`config.mk`:
```
export PLATFORM = sky130hd
export DESIGN_NAME = strap_pin_mux
export DESIGN_NICKNAME = d
export VERILOG_FILES = /design/src/logic/strap_mux_pkg.sv /design/src/logic/strap_level_decode.sv /design/src/logic/strap_pin_mux.sv
export SDC_FILE = /design/constraint.sdc
export NUM_CORES = 1
export LEC_CHECK = 0
export ABC_CLOCK_PERIOD_IN_PS = 2029
export BUFFER_PORTS_ARGS = -buffer_cell sky130_fd_sc_hd__buf_2
export CORE_ASPECT_RATIO = 1.4
export CORE_MARGIN = 4
export CORE_UTILIZATION = 25
export CTS_BUF_LIST = sky130_fd_sc_hd__clkbuf_4
export CTS_CLUSTER_DIAMETER = 200
export DETAILED_ROUTE_END_ITERATION = 6
export GPL_TIMING_DRIVEN = 0
export PLACE_DENSITY_LB_ADDON = 0.25
export SLEW_MARGIN = 10
export SYNTH_ARGS = -nofsm -noshare
export SYNTH_HDL_FRONTEND = slang
export SYNTH_SLANG_ARGS = --single-unit
```
`constraint.sdc`:
```
create_clock -name clk_sys -period 2.03 [get_ports clk_sys]
set_input_delay 0.406 -clock clk_sys [delete_from_list [all_inputs] [get_ports clk_sys]]
set_output_delay 0.406 -clock clk_sys [all_outputs]
set_load 0.01 [all_outputs]
```
`src/logic/strap_mux_pkg.sv`:
```
package strap_mux_pkg;

   // strap level code from the analog sense front end
   typedef enum logic [2:0] {
      lvl_weak_down   = 3'h0,
      lvl_weak_up     = 3'h1,
      lvl_medium_down = 3'h2,
      lvl_medium_up   = 3'h3,
      lvl_strong_down = 3'h4,
      lvl_strong_up   = 3'h5
   } strap_level_t;

   // pin function codes
   typedef enum logic [5:0] {
      fn_none           = 6'h00,
      fn_p1_conn_pwr_a  = 6'h01,
      fn_p1_conn_pwr_b  = 6'h02,
      fn_p1_discharge   = 6'h03,
      fn_gpio0          = 6'h04,
      fn_gpio1          = 6'h05,
      fn_gpio2          = 6'h06,
      fn_gpio3          = 6'h07,
      fn_p1_pwr         = 6'h08,
      fn_p2_pwr         = 6'h09,
      fn_p3_pwr         = 6'h0a,
      fn_p4_pwr         = 6'h0b,
      fn_p5_pwr         = 6'h0c,
      fn_p6_pwr         = 6'h0d,
      fn_p2_ss_pwr      = 6'h0e,
      fn_p3_ss_pwr      = 6'h0f,
      fn_p4_ss_pwr      = 6'h10,
      fn_alert_in       = 6'h11,
      fn_mic_detect     = 6'h12,
      fn_audio_din      = 6'h13,
      fn_audio_dout     = 6'h14,
      fn_audio_mclk     = 6'h15,
      fn_audio_bclk     = 6'h16,
      fn_audio_ws       = 6'h17,
      fn_flash_cs_n     = 6'h18,
      fn_flash_clk      = 6'h19,
      fn_flash_d0       = 6'h1a,
      fn_flash_d1       = 6'h1b,
      fn_flash_d2       = 6'h1c,
      fn_flash_d3       = 6'h1d,
      fn_tgt_tw_clk     = 6'h1e,
      fn_tgt_tw_data    = 6'h1f,
      fn_bridge_tw_clk  = 6'h20,
      fn_bridge_tw_data = 6'h21
   } pin_fn_t;

   // capture sequencer, gray along reset -> settle -> capture -> held
   typedef enum logic [1:0] {
      st_reset   = 2'b00,
      st_settle  = 2'b01,
      st_capture = 2'b11,
      st_held    = 2'b10
   } cap_state_t;

   localparam int          NUM_PORTS     = 6;
   localparam int          PF_FIRST      = 3;
   localparam int          PF_LAST       = 31;
   localparam int          NUM_PF        = PF_LAST - PF_FIRST + 1;
   localparam int          FN_W          = 6;
   localparam logic [5:0]  DIS_RESET     = 6'h00;
   localparam logic [2:0]  COUNT_RESET   = 3'h0;
   localparam logic        MAP_RESET     = 1'b0;
   // straps pass three flops; settle covers the synchroniser depth
   localparam logic [1:0]  SETTLE_CYCLES = 2'h3;

endpackage

```
`src/logic/strap_level_decode.sv`:
```
`timescale 1ns/1ps
// maps a strap level code to a count of ports 0,1,2,3,4,6
module strap_level_decode
   import strap_mux_pkg::*;
(
   // level in
   input  wire strap_level_t level,
   // decoded count
   output logic [2:0]        port_count,
   output logic [5:0]        port_mask
);

   // same level order serves both count straps
   always_comb begin
      case (level)
         lvl_weak_down:   port_count = 3'h0;
         lvl_weak_up:     port_count = 3'h1;
         lvl_medium_down: port_count = 3'h2;
         lvl_medium_up:   port_count = 3'h3;
         lvl_strong_down: port_count = 3'h4;
         lvl_strong_up:   port_count = 3'h6;
         default:         port_count = 3'h0; // unknown code: safest setting
      endcase
      port_mask = 6'(({6'h00, 6'h3f} << port_count) >> 6);
   end

endmodule

```
`src/logic/strap_pin_mux.sv`:
```
`timescale 1ns/1ps
// How it works
// - every strap is sampled once when reset is released and held until the next reset.
// - a port is disabled only when both its plus-line and minus-line straps read 1.
// - a port disabled by straps also has its superspeed path disabled.
// - the fixed-port strap level picks none, 1, 1-2, 1-3, 1-4 or 1-6 non-removable ports.
// - the charging strap level picks the same port counts for charging enable.
// - pins 3 to 31 take defaults from one of two maps chosen by the map select straps.
// - both selects low give map 1, select 1 high with select 2 low gives map 2, others are reserved.
// - pins shared by both maps carry port 1 power, io, port power, alert, flash and bridge bus.
// - map 1 puts io on 7, superspeed power on 10-11, nothing on 19, target bus on 26-27, port 6 on 28.
// - map 2 puts mic detect on 7, audio on 10, 11, 19, 26, 28 and port 6 power on 27.
// - pin 29 has no default function in either map.
// - override inputs replace any pin's default function.
module strap_pin_mux
   import strap_mux_pkg::*;
(
   // clock and reset
   input  wire logic         clk_sys,
   input  wire logic         rst,
   // strap inputs, asynchronous pins
   input  wire logic [5:0]   port_plus_line_disable_strap,
   input  wire logic [5:0]   port_minus_line_disable_strap,
   input  wire logic [2:0]   fixed_port_count_strap,
   input  wire logic [2:0]   charging_port_count_strap,
   input  wire logic [1:0]   map_select_strap,
   // pin mux override, from configuration logic on clk_sys
   input  wire logic [28:0]  pf_override_en,
   input  wire logic [173:0] pf_override_fn,
   // captured configuration
   output logic              strap_valid,
   output logic [5:0]        port_disable,
   output logic [5:0]        port_ss_disable,
   output logic [2:0]        fixed_port_count,
   output logic [5:0]        fixed_port_mask,
   output logic [2:0]        charging_port_count,
   output logic [5:0]        charging_port_mask,
   output logic              map_two,
   output logic              map_reserved,
   // per pin function, pin 3 in the low field
   output logic [173:0]      programmable_function_pin
);

   localparam int SYNC_W = 20;
   // three-flop synchroniser; first stage read only by the second
   logic [SYNC_W-1:0] s1_q, s2_q, s3_q, s1_d, s2_d, s3_d, strap_raw;
   assign strap_raw = {map_select_strap, charging_port_count_strap, fixed_port_count_strap,
                       port_minus_line_disable_strap, port_plus_line_disable_strap};
   always_comb begin
      s1_d = strap_raw;
      s2_d = s1_q;
      s3_d = s2_q;
   end

   always_ff @(posedge clk_sys) begin
      s1_q <= s1_d;
      s2_q <= s2_d;
      s3_q <= s3_d;
   end
   // agreed strap view: stages two and three match
   logic strap_stable;
   assign strap_stable = (s2_q == s3_q);
   // capture sequencer
   cap_state_t state_q, state_d;
   logic [1:0] settle_q, settle_d;
   always_comb begin
      state_d  = state_q;
      settle_d = settle_q;
      case (state_q)
         st_reset: begin
            state_d  = st_settle;
            settle_d = SETTLE_CYCLES;
         end
         st_settle: begin
            // wait out the synchroniser so captured values reflect post-release pins
            if (settle_q != 2'h0) begin
               settle_d = settle_q - 2'h1;
            end else begin
               state_d = st_capture;
            end
         end
         st_capture: begin
            if (strap_stable) begin
               state_d = st_held;
            end
         end
         st_held: state_d = st_held; // held until the next reset
         default: state_d = st_reset;
      endcase
   end
   always_ff @(posedge clk_sys) begin
      if (rst) begin
         state_q  <= st_reset;
         settle_q <= 2'h0;
      end else begin
         state_q  <= state_d;
         settle_q <= settle_d;
      end
   end
   // captured straps; a strap that is still moving is a board fault, not filtered further
   logic [SYNC_W-1:0] cap_q, cap_d;
   logic              valid_q, valid_d;

   always_comb begin
      cap_d   = cap_q;
      valid_d = valid_q;
      if (state_q == st_capture && strap_stable) begin
         cap_d   = s3_q;
         valid_d = 1'b1;
      end
   end

   always_ff @(posedge clk_sys) begin
      if (rst) begin
         cap_q   <= '0;
         valid_q <= 1'b0;
      end else begin
         cap_q   <= cap_d;
         valid_q <= valid_d;
      end
   end
   // field views of the captured word
   logic [5:0]   cap_plus, cap_minus;
   strap_level_t cap_fixed, cap_chg;
   logic [1:0]   cap_sel;
   assign cap_plus  = cap_q[5:0];
   assign cap_minus = cap_q[11:6];
   assign cap_fixed = strap_level_t'(cap_q[14:12]);
   assign cap_chg   = strap_level_t'(cap_q[17:15]);
   assign cap_sel   = cap_q[19:18];
   // level decoders
   logic [2:0] fixed_cnt, chg_cnt;
   logic [5:0] fixed_msk, chg_msk;
   strap_level_decode u_fixed_dec (
      .level      (cap_fixed),
      .port_count (fixed_cnt),
      .port_mask  (fixed_msk)
   );
   strap_level_decode u_chg_dec (
      .level      (cap_chg),
      .port_count (chg_cnt),
      .port_mask  (chg_msk)
   );
   // default function table
   function automatic pin_fn_t default_fn(input int pin, input logic alt);
      pin_fn_t f;
      f = fn_none;
      case (pin)
         3:  f = fn_p1_conn_pwr_b;
         4:  f = fn_p1_conn_pwr_a;
         5:  f = fn_p1_discharge;
         6:  f = fn_gpio0;
         7:  f = alt ? fn_mic_detect : fn_gpio1;
         8:  f = fn_gpio2;
         9:  f = fn_gpio3;
         10: f = alt ? fn_audio_din : fn_p2_ss_pwr;
         11: f = alt ? fn_audio_mclk : fn_p3_ss_pwr;
         12: f = fn_p4_ss_pwr;
         13: f = fn_p4_pwr;
         14: f = fn_p3_pwr;
         15: f = fn_p2_pwr;
         16: f = fn_p5_pwr;
         17: f = fn_p1_pwr;
         18: f = fn_alert_in;
         19: f = alt ? fn_audio_dout : fn_none;
         20: f = fn_flash_cs_n;
         21: f = fn_flash_clk;
         22: f = fn_flash_d0;
         23: f = fn_flash_d1;
         24: f = fn_flash_d2;
         25: f = fn_flash_d3;
         26: f = alt ? fn_audio_bclk : fn_tgt_tw_clk;
         27: f = alt ? fn_p6_pwr : fn_tgt_tw_data;
         28: f = alt ? fn_audio_ws : fn_p6_pwr;
         29: f = fn_none;
         30: f = fn_bridge_tw_clk;
         31: f = fn_bridge_tw_data;
         default: f = fn_none;
      endcase
      return f;
   endfunction
   // decoded outputs, registered
   logic [5:0]   dis_q, dis_d, ssdis_q, ssdis_d, fmask_q, fmask_d, cmask_q, cmask_d;
   logic [2:0]   fcnt_q, fcnt_d, ccnt_q, ccnt_d;
   logic         map2_q, map2_d, resv_q, resv_d;
   logic [173:0] pf_q, pf_d;
   always_comb begin
      dis_d   = cap_plus & cap_minus;
      ssdis_d = dis_d;
      fmask_d = fixed_msk;
      cmask_d = chg_msk;
      fcnt_d  = fixed_cnt;
      ccnt_d  = chg_cnt;
      // reserved codes fall back to map 1
      map2_d  = (cap_sel == 2'b01);
      resv_d  = cap_sel[1];
      for (int i = 0; i < NUM_PF; i++) begin
         pf_d[i*FN_W +: FN_W] = pf_override_en[i] ? pf_override_fn[i*FN_W +: FN_W]
                                                  : default_fn(i + PF_FIRST, map2_d);
      end
      if (!valid_q) begin
         dis_d   = DIS_RESET;
         ssdis_d = DIS_RESET;
         fmask_d = DIS_RESET;
         cmask_d = DIS_RESET;
         fcnt_d  = COUNT_RESET;
         ccnt_d  = COUNT_RESET;
         map2_d  = MAP_RESET;
         resv_d  = 1'b0;
      end
   end

   always_ff @(posedge clk_sys) begin
      if (rst) begin
         dis_q   <= DIS_RESET;
         ssdis_q <= DIS_RESET;
         fmask_q <= DIS_RESET;
         cmask_q <= DIS_RESET;
         fcnt_q  <= COUNT_RESET;
         ccnt_q  <= COUNT_RESET;
         map2_q  <= MAP_RESET;
         resv_q  <= 1'b0;
         pf_q    <= '0;
      end else begin
         dis_q   <= dis_d;
         ssdis_q <= ssdis_d;
         fmask_q <= fmask_d;
         cmask_q <= cmask_d;
         fcnt_q  <= fcnt_d;
         ccnt_q  <= ccnt_d;
         map2_q  <= map2_d;
         resv_q  <= resv_d;
         pf_q    <= pf_d;
      end
   end
   assign strap_valid               = valid_q;
   assign port_disable              = dis_q;
   assign port_ss_disable           = ssdis_q;
   assign fixed_port_count          = fcnt_q;
   assign fixed_port_mask           = fmask_q;
   assign charging_port_count       = ccnt_q;
   assign charging_port_mask        = cmask_q;
   assign map_two                   = map2_q;
   assign map_reserved              = resv_q;
   assign programmable_function_pin = pf_q;
endmodule

```
Word level (Yosys, flattened, before mapping)

Index checks and enable logic that the tools add are counted.

Shift-type cells: 2
$add $sub $neg: 1
Div/mod/pow operators: 0
$mul: 0
Magnitude comparators: 0
Reduce and logical (&&, ||, !) cells: 29
Equal/unequal tests: 18
Bitwise logic cells: 24
Mux-type cells: 42

Operators with widths:

| operator             | count |
|---|---|
| $mux 5               | 14 |
| $mux 6               | 9 |
| $reduce_or 2->1      | 23 |
| $pmux 3 s5           | 2 |
| $mux 4               | 6 |
| $shl 6x3->12 const A | 2 |
| $not 1->1            | 23 |
| $eq 20x20->1         | 1 |
| $eq 3x2->1 const B   | 4 |
| $eq 3x3->1 const B   | 4 |
| $mux 2               | 5 |
| $mux 3               | 3 |
| $pmux 2 s4           | 1 |
| $and 6x6->6          | 1 |
| $eq 3x1->1 const B   | 2 |
| $ne 2x2->1 const B   | 3 |
| $eq 2x1->1 const B   | 2 |
| $eq 2x2->1 const B   | 2 |
| $pmux 2 s2           | 1 |
| $reduce_and 2->1     | 2 |
| $reduce_bool 2->1    | 2 |
| $logic_not 2->1      | 1 |
| $sub 2x1->2 const B  | 1 |
| $logic_and 1x1->1    | 1 |
| $mux 1               | 1 |

Bits in read-only memories: 0
Bits in latches: 0
Input bits: 225
Register bits: 285
RAM bits: 0
Logic and storage cells: 153
Memories kept: 0

Logic depth before layout (Yosys ltp)

Depth in word-level cells: 3
Gate-level depth with buffers: 7
Depth with buffers taken out: 7

By module

A second synthesis with hierarchy kept.

Cells, all modules: 752
Area total of the unflattened synthesis: 8423.1 µm²

By module, submodules not included:

| module             | cells an instance | area an instance (µm²) | times used |
|---|---|---|---|
| strap_pin_mux      | 730               | 8262.9                 | 1 |
| strap_level_decode | 11                | 80.1                   | 2 |

Least setup slack after synthesis

No wires, ideal clock.

Path kind: register -> register
Start point: register s3_q[10]
End point: register cap_q[0]
Path buffers: 1
Setup slack: 0.543 ns
Clock period less this slack: 1.487 ns
Stages on the path, launching flop included: 7
Arrival time: 1.355 ns
Required time: 1.898 ns
Library setup time: 0.132 ns
Cell sequence: dfxtp_1 -> xor2_1 -> nor4_2 -> nand4_1 -> clkbuf_1 -> o31ai_1 -> a21oi_1

Cells in the longest elaborated chain, start to end: 2

Ends and longest elaborated chain:

| element                | line                 | text |
|---|---|---|
| start, declared        | strap_pin_mux.sv:46  | `logic [SYNC_W-1:0] s1_q, s2_q, s3_q, s1_d, s2_d, s3_d, strap_raw;` |
| start signal, assigned | strap_pin_mux.sv:58  | `s3_q <= s3_d;` |
| $eq 20x20->1           | strap_pin_mux.sv:62  | `assign strap_stable = (s2_q == s3_q);` |
| $logic_and 1x1->1      | strap_pin_mux.sv:107 | `if (state_q == st_capture && strap_stable) begin` |
| end signal, assigned   | strap_pin_mux.sv:118 | `cap_q <= cap_d;` |
| end, declared          | strap_pin_mux.sv:101 | `logic [SYNC_W-1:0] cap_q, cap_d;` |

Every way passes these cells.
A chain may end at the register's enable or synchronous reset.

Worst setup path after layout

Start point: register s3_q[10]
End point: register cap_q[14]

The elaborated chain is that of the path after synthesis.

==> qor.yml <==
power.leakage_nw: 7.082
relSlewSlack_pct: 36.60
die_width_um: 162.2
syn_avg_cell_area_um2: 11.14
area_growth_pct: 73.15
synthArstFlopShare_pct: 0
post-place-ws_ns: -0.5813
finalCritPeriodShare_pct: 89.26
tightest_slew_ns: 0.9509
start_util_pct: 25.52
report.final.slew_viol_count: 0
max-cap-violations: 0
grt_pass1_vias: 8636
clk_latency_ns: 0.70
synth_warnings: 0
root_buffer: "clkbuf_4"
cts_tree: "done"
std_cell_rows: 78
clock_tree.buffer_depth: 3
clock_skew_ns: 0.03529
p_per_area_nw_per_um2: 828.7
setup_violations: 0
numClockSinks: 283
path_cells: "xor2_1 -> nor4_4 -> nand4_1 -> clkbuf_1 -> o31ai_1 -> a21oi_1"
drt_first_pass_iters: 4
grt_max_degree: 12
synthesis.area_um2: 8319
placedCellCount: 1618
finalPower_mw: 11.94
dp.final_hpwl_um: 24170
clkSlewWorstSetupHoldPaths_ns: 0.06
critPathRequiredTime_ns: 2.57
viasPerCell: 4.150
htreeDepth: 3
status: "complete, no violations"
hold_viol: 0
synth_edf_count: 0
slowest_delay_ns: 0.35
grt-ovfl-total: 0
yosysUniqueCellTypes: 36
critPathMaxFanout: 10
wire_per_inst_um: 17.01
drt-total-wl_um: 33860
drc: 0
finalCriticalPeriod_ns: 1.812
syn-num-nets: 975
initialDrtViolationCount: 360
crit_path_end_kind: "flop"
ys_seq_area_share_pct: 68.10
num_vias: 8262
drive_gt1_share_pct: 36.18
nets: 1727
post_cts_buffers: 0
rsz0062_at_grt: "false"
numCtsBuffers: 73
io_pins: 432
path_class: "reg -> reg"
gp_congestion: 0.8215
critPathSlowestCell: "nor4_4"
crit_path_start_kind: "flop"
synthCells: 747
grt.total_usage_pct: 17.95
fin_cells: 1991
core-area_um2: 32600
timing.fmax_ghz: 0.5519
worstPathArrival_ns: 2.35
synth-main-ff-cell: "dfxtp_1"
antenna_found_initial: 4
io_buffers: 431
dieArea_um2: 36300
vdd_drop_max_mv: 0.5524
setup_slack_ns: 0.2181
drtAntennaViolNets: 0
fp.dieH_um: 223.8
ys_ff_latch: 283
hold_class: "in -> reg"
grt_pass1_wl_um: 49760
==> flip-flops by register name, summed over array words and instances (netlist names), 2 cells and up <==
register,flops
cap_q,20
s2_q,20
charging_port_count,2
s3_q,20
port_ss_disable,6
s1_q,20
settle_q,2
programmable_function_pin,174
charging_port_mask,6
fixed_port_count,2
state_q,2
fixed_port_mask,6
==> layout make-up <==
cell class / count / area [um2]
diodes: 6 / 15.01
plain buffers: 36 / 195.2
clock buffers: 96 / 720.7
clock inverters: 25 / 163.9
fillers: 3167 / 18190
inverters: 67 / 251.5
multi-input cells: 360 / 2213
flip-flops and latches: 283 / 5665
well taps: 440 / 550.5
repair buffers: 678 / 4629
==> metrics by stage <==
stage          util [%]  TNS [ns]  hold WS [ns]  instance area, um2
2_1_floorplan         -         0        0.3096                8319
3_3_place_gp      33.83    -21.42        0.3102               11030
3_5_place_dp      33.83    -24.59        0.3121               11030
4_1_cts           44.13         0       0.02239               14380
5_1_grt           44.18         0       0.04214               14400
6_report          44.19         0        0.1146               14410
==> logic make-up (layout without fill, tap and decap cells) <==
kind of cell	after synthesis	after routing	synth area share (%)
flip-flops	283	283	68.10
AND/OR/NAND/NOR	210	210	15.37
AO/OA/AOI/OAI	126	126	8.452
buffers and inverters	104	902	5.399
XOR/XNOR	20	20	2.106
adder cells (fa/ha/maj)	3	3	0.4512
multiplexers	1	1	0.1203
other	0	6	0
==> synth_stat cells (3+ instances only) <==
library cell / number / area (um2)
dfxtp_1: 283 / 5665
nor4_1: 3 / 18.77
nand2b_1: 7 / 43.79
clkbuf_1: 20 / 75.07
and3_1: 6 / 37.54
nor2_1: 26 / 97.59
xor2_1: 19 / 166.4
o31ai_1: 20 / 150.1
buf_4: 10 / 75.07
buf_2: 5 / 25.02
and3b_1: 12 / 105.1
ha_1: 3 / 37.54
nand4_1: 22 / 137.6
nand3_1: 3 / 15.01
nor3_1: 7 / 35.03
a21oi_1: 96 / 480.5
and2_1: 89 / 556.8
inv_1: 67 / 251.5
nor2b_1: 26 / 162.7
==> routing by layer <==
| layer | part of all wire (%) | wire, um | vias to the layer above | global-route usage (%) |
|---|---|---|---|---|
| li1 | - | - | 3994 | - |
| met1 | 37 | 12620 | 3813 | 18.88 |
| met2 | 51 | 17370 | 370 | 32.01 |
| met3 | 7.9 | 2672 | 85 | 6.221 |
| met4 | 3.5 | 1193 | 0 | 8.436 |
| met5 | 0 | 0 | - | 0 |
==> layout by cell type, fill, tap and decap left out, types with 18 or more instances in the layout <==
| cell type | n |
|---|---|
| buf_2 | 436 |
| dfxtp_1 | 283 |
| dlygate4sd3_1 | 247 |
| a21oi_1 | 96 |
| clkbuf_4 | 96 |
| and2_1 | 89 |
| inv_1 | 67 |
| nor2b_1 | 26 |
| nor2_1 | 26 |
| nand4_1 | 22 |
| o31ai_1 | 20 |
| xor2_1 | 19 |
| clkbuf_1 | 18 |
==> power breakdown <==
group | leakage, nW | internal [mW] | switching [mW]
Sequential | 2.34 | 5.80 | 0.0927
Clock | 0.522 | 2.46 | 2.28
Combinational | 4.22 | 0.720 | 0.578
Total | 7.08 | 8.98 | 2.95
==> repair_timing <==
action / in CTS / in global routing
endpoints found under the setup margin: 0 / 15
hold buffers: 247 / 0
resized for setup: 0 / 3
hold endpoints to repair: 194 / 0
==> worst max-delay path, delay by kind of cell (launching register included) <==
family / cells / cell delay [ns]
and+or+nand+nor: 2 / 0.50
AOI/OAI and AO/OA: 2 / 0.37
DFF: 1 / 0.33
buffers and inverters: 1 / 0.27
xor gates and xnor gates: 1 / 0.19
==> path summary, 6_finish.rpt <==
kind / depth (start not counted) / endpoint / slack [ns] / from
worst max register to register: 6 / cap_q[14] / 0.22 / s3_q[10]
worst max-delay path: 6 / cap_q[14] / 0.22 / s3_q[10]
worst min register to register: 0 / s2_q[4] / 0.32 / s1_q[4]
worst min-delay path: 2 / programmable_function_pin[29] / 0.11 / pf_override_en[4]
No activity file was read; power rests on OpenSTA's default activity.
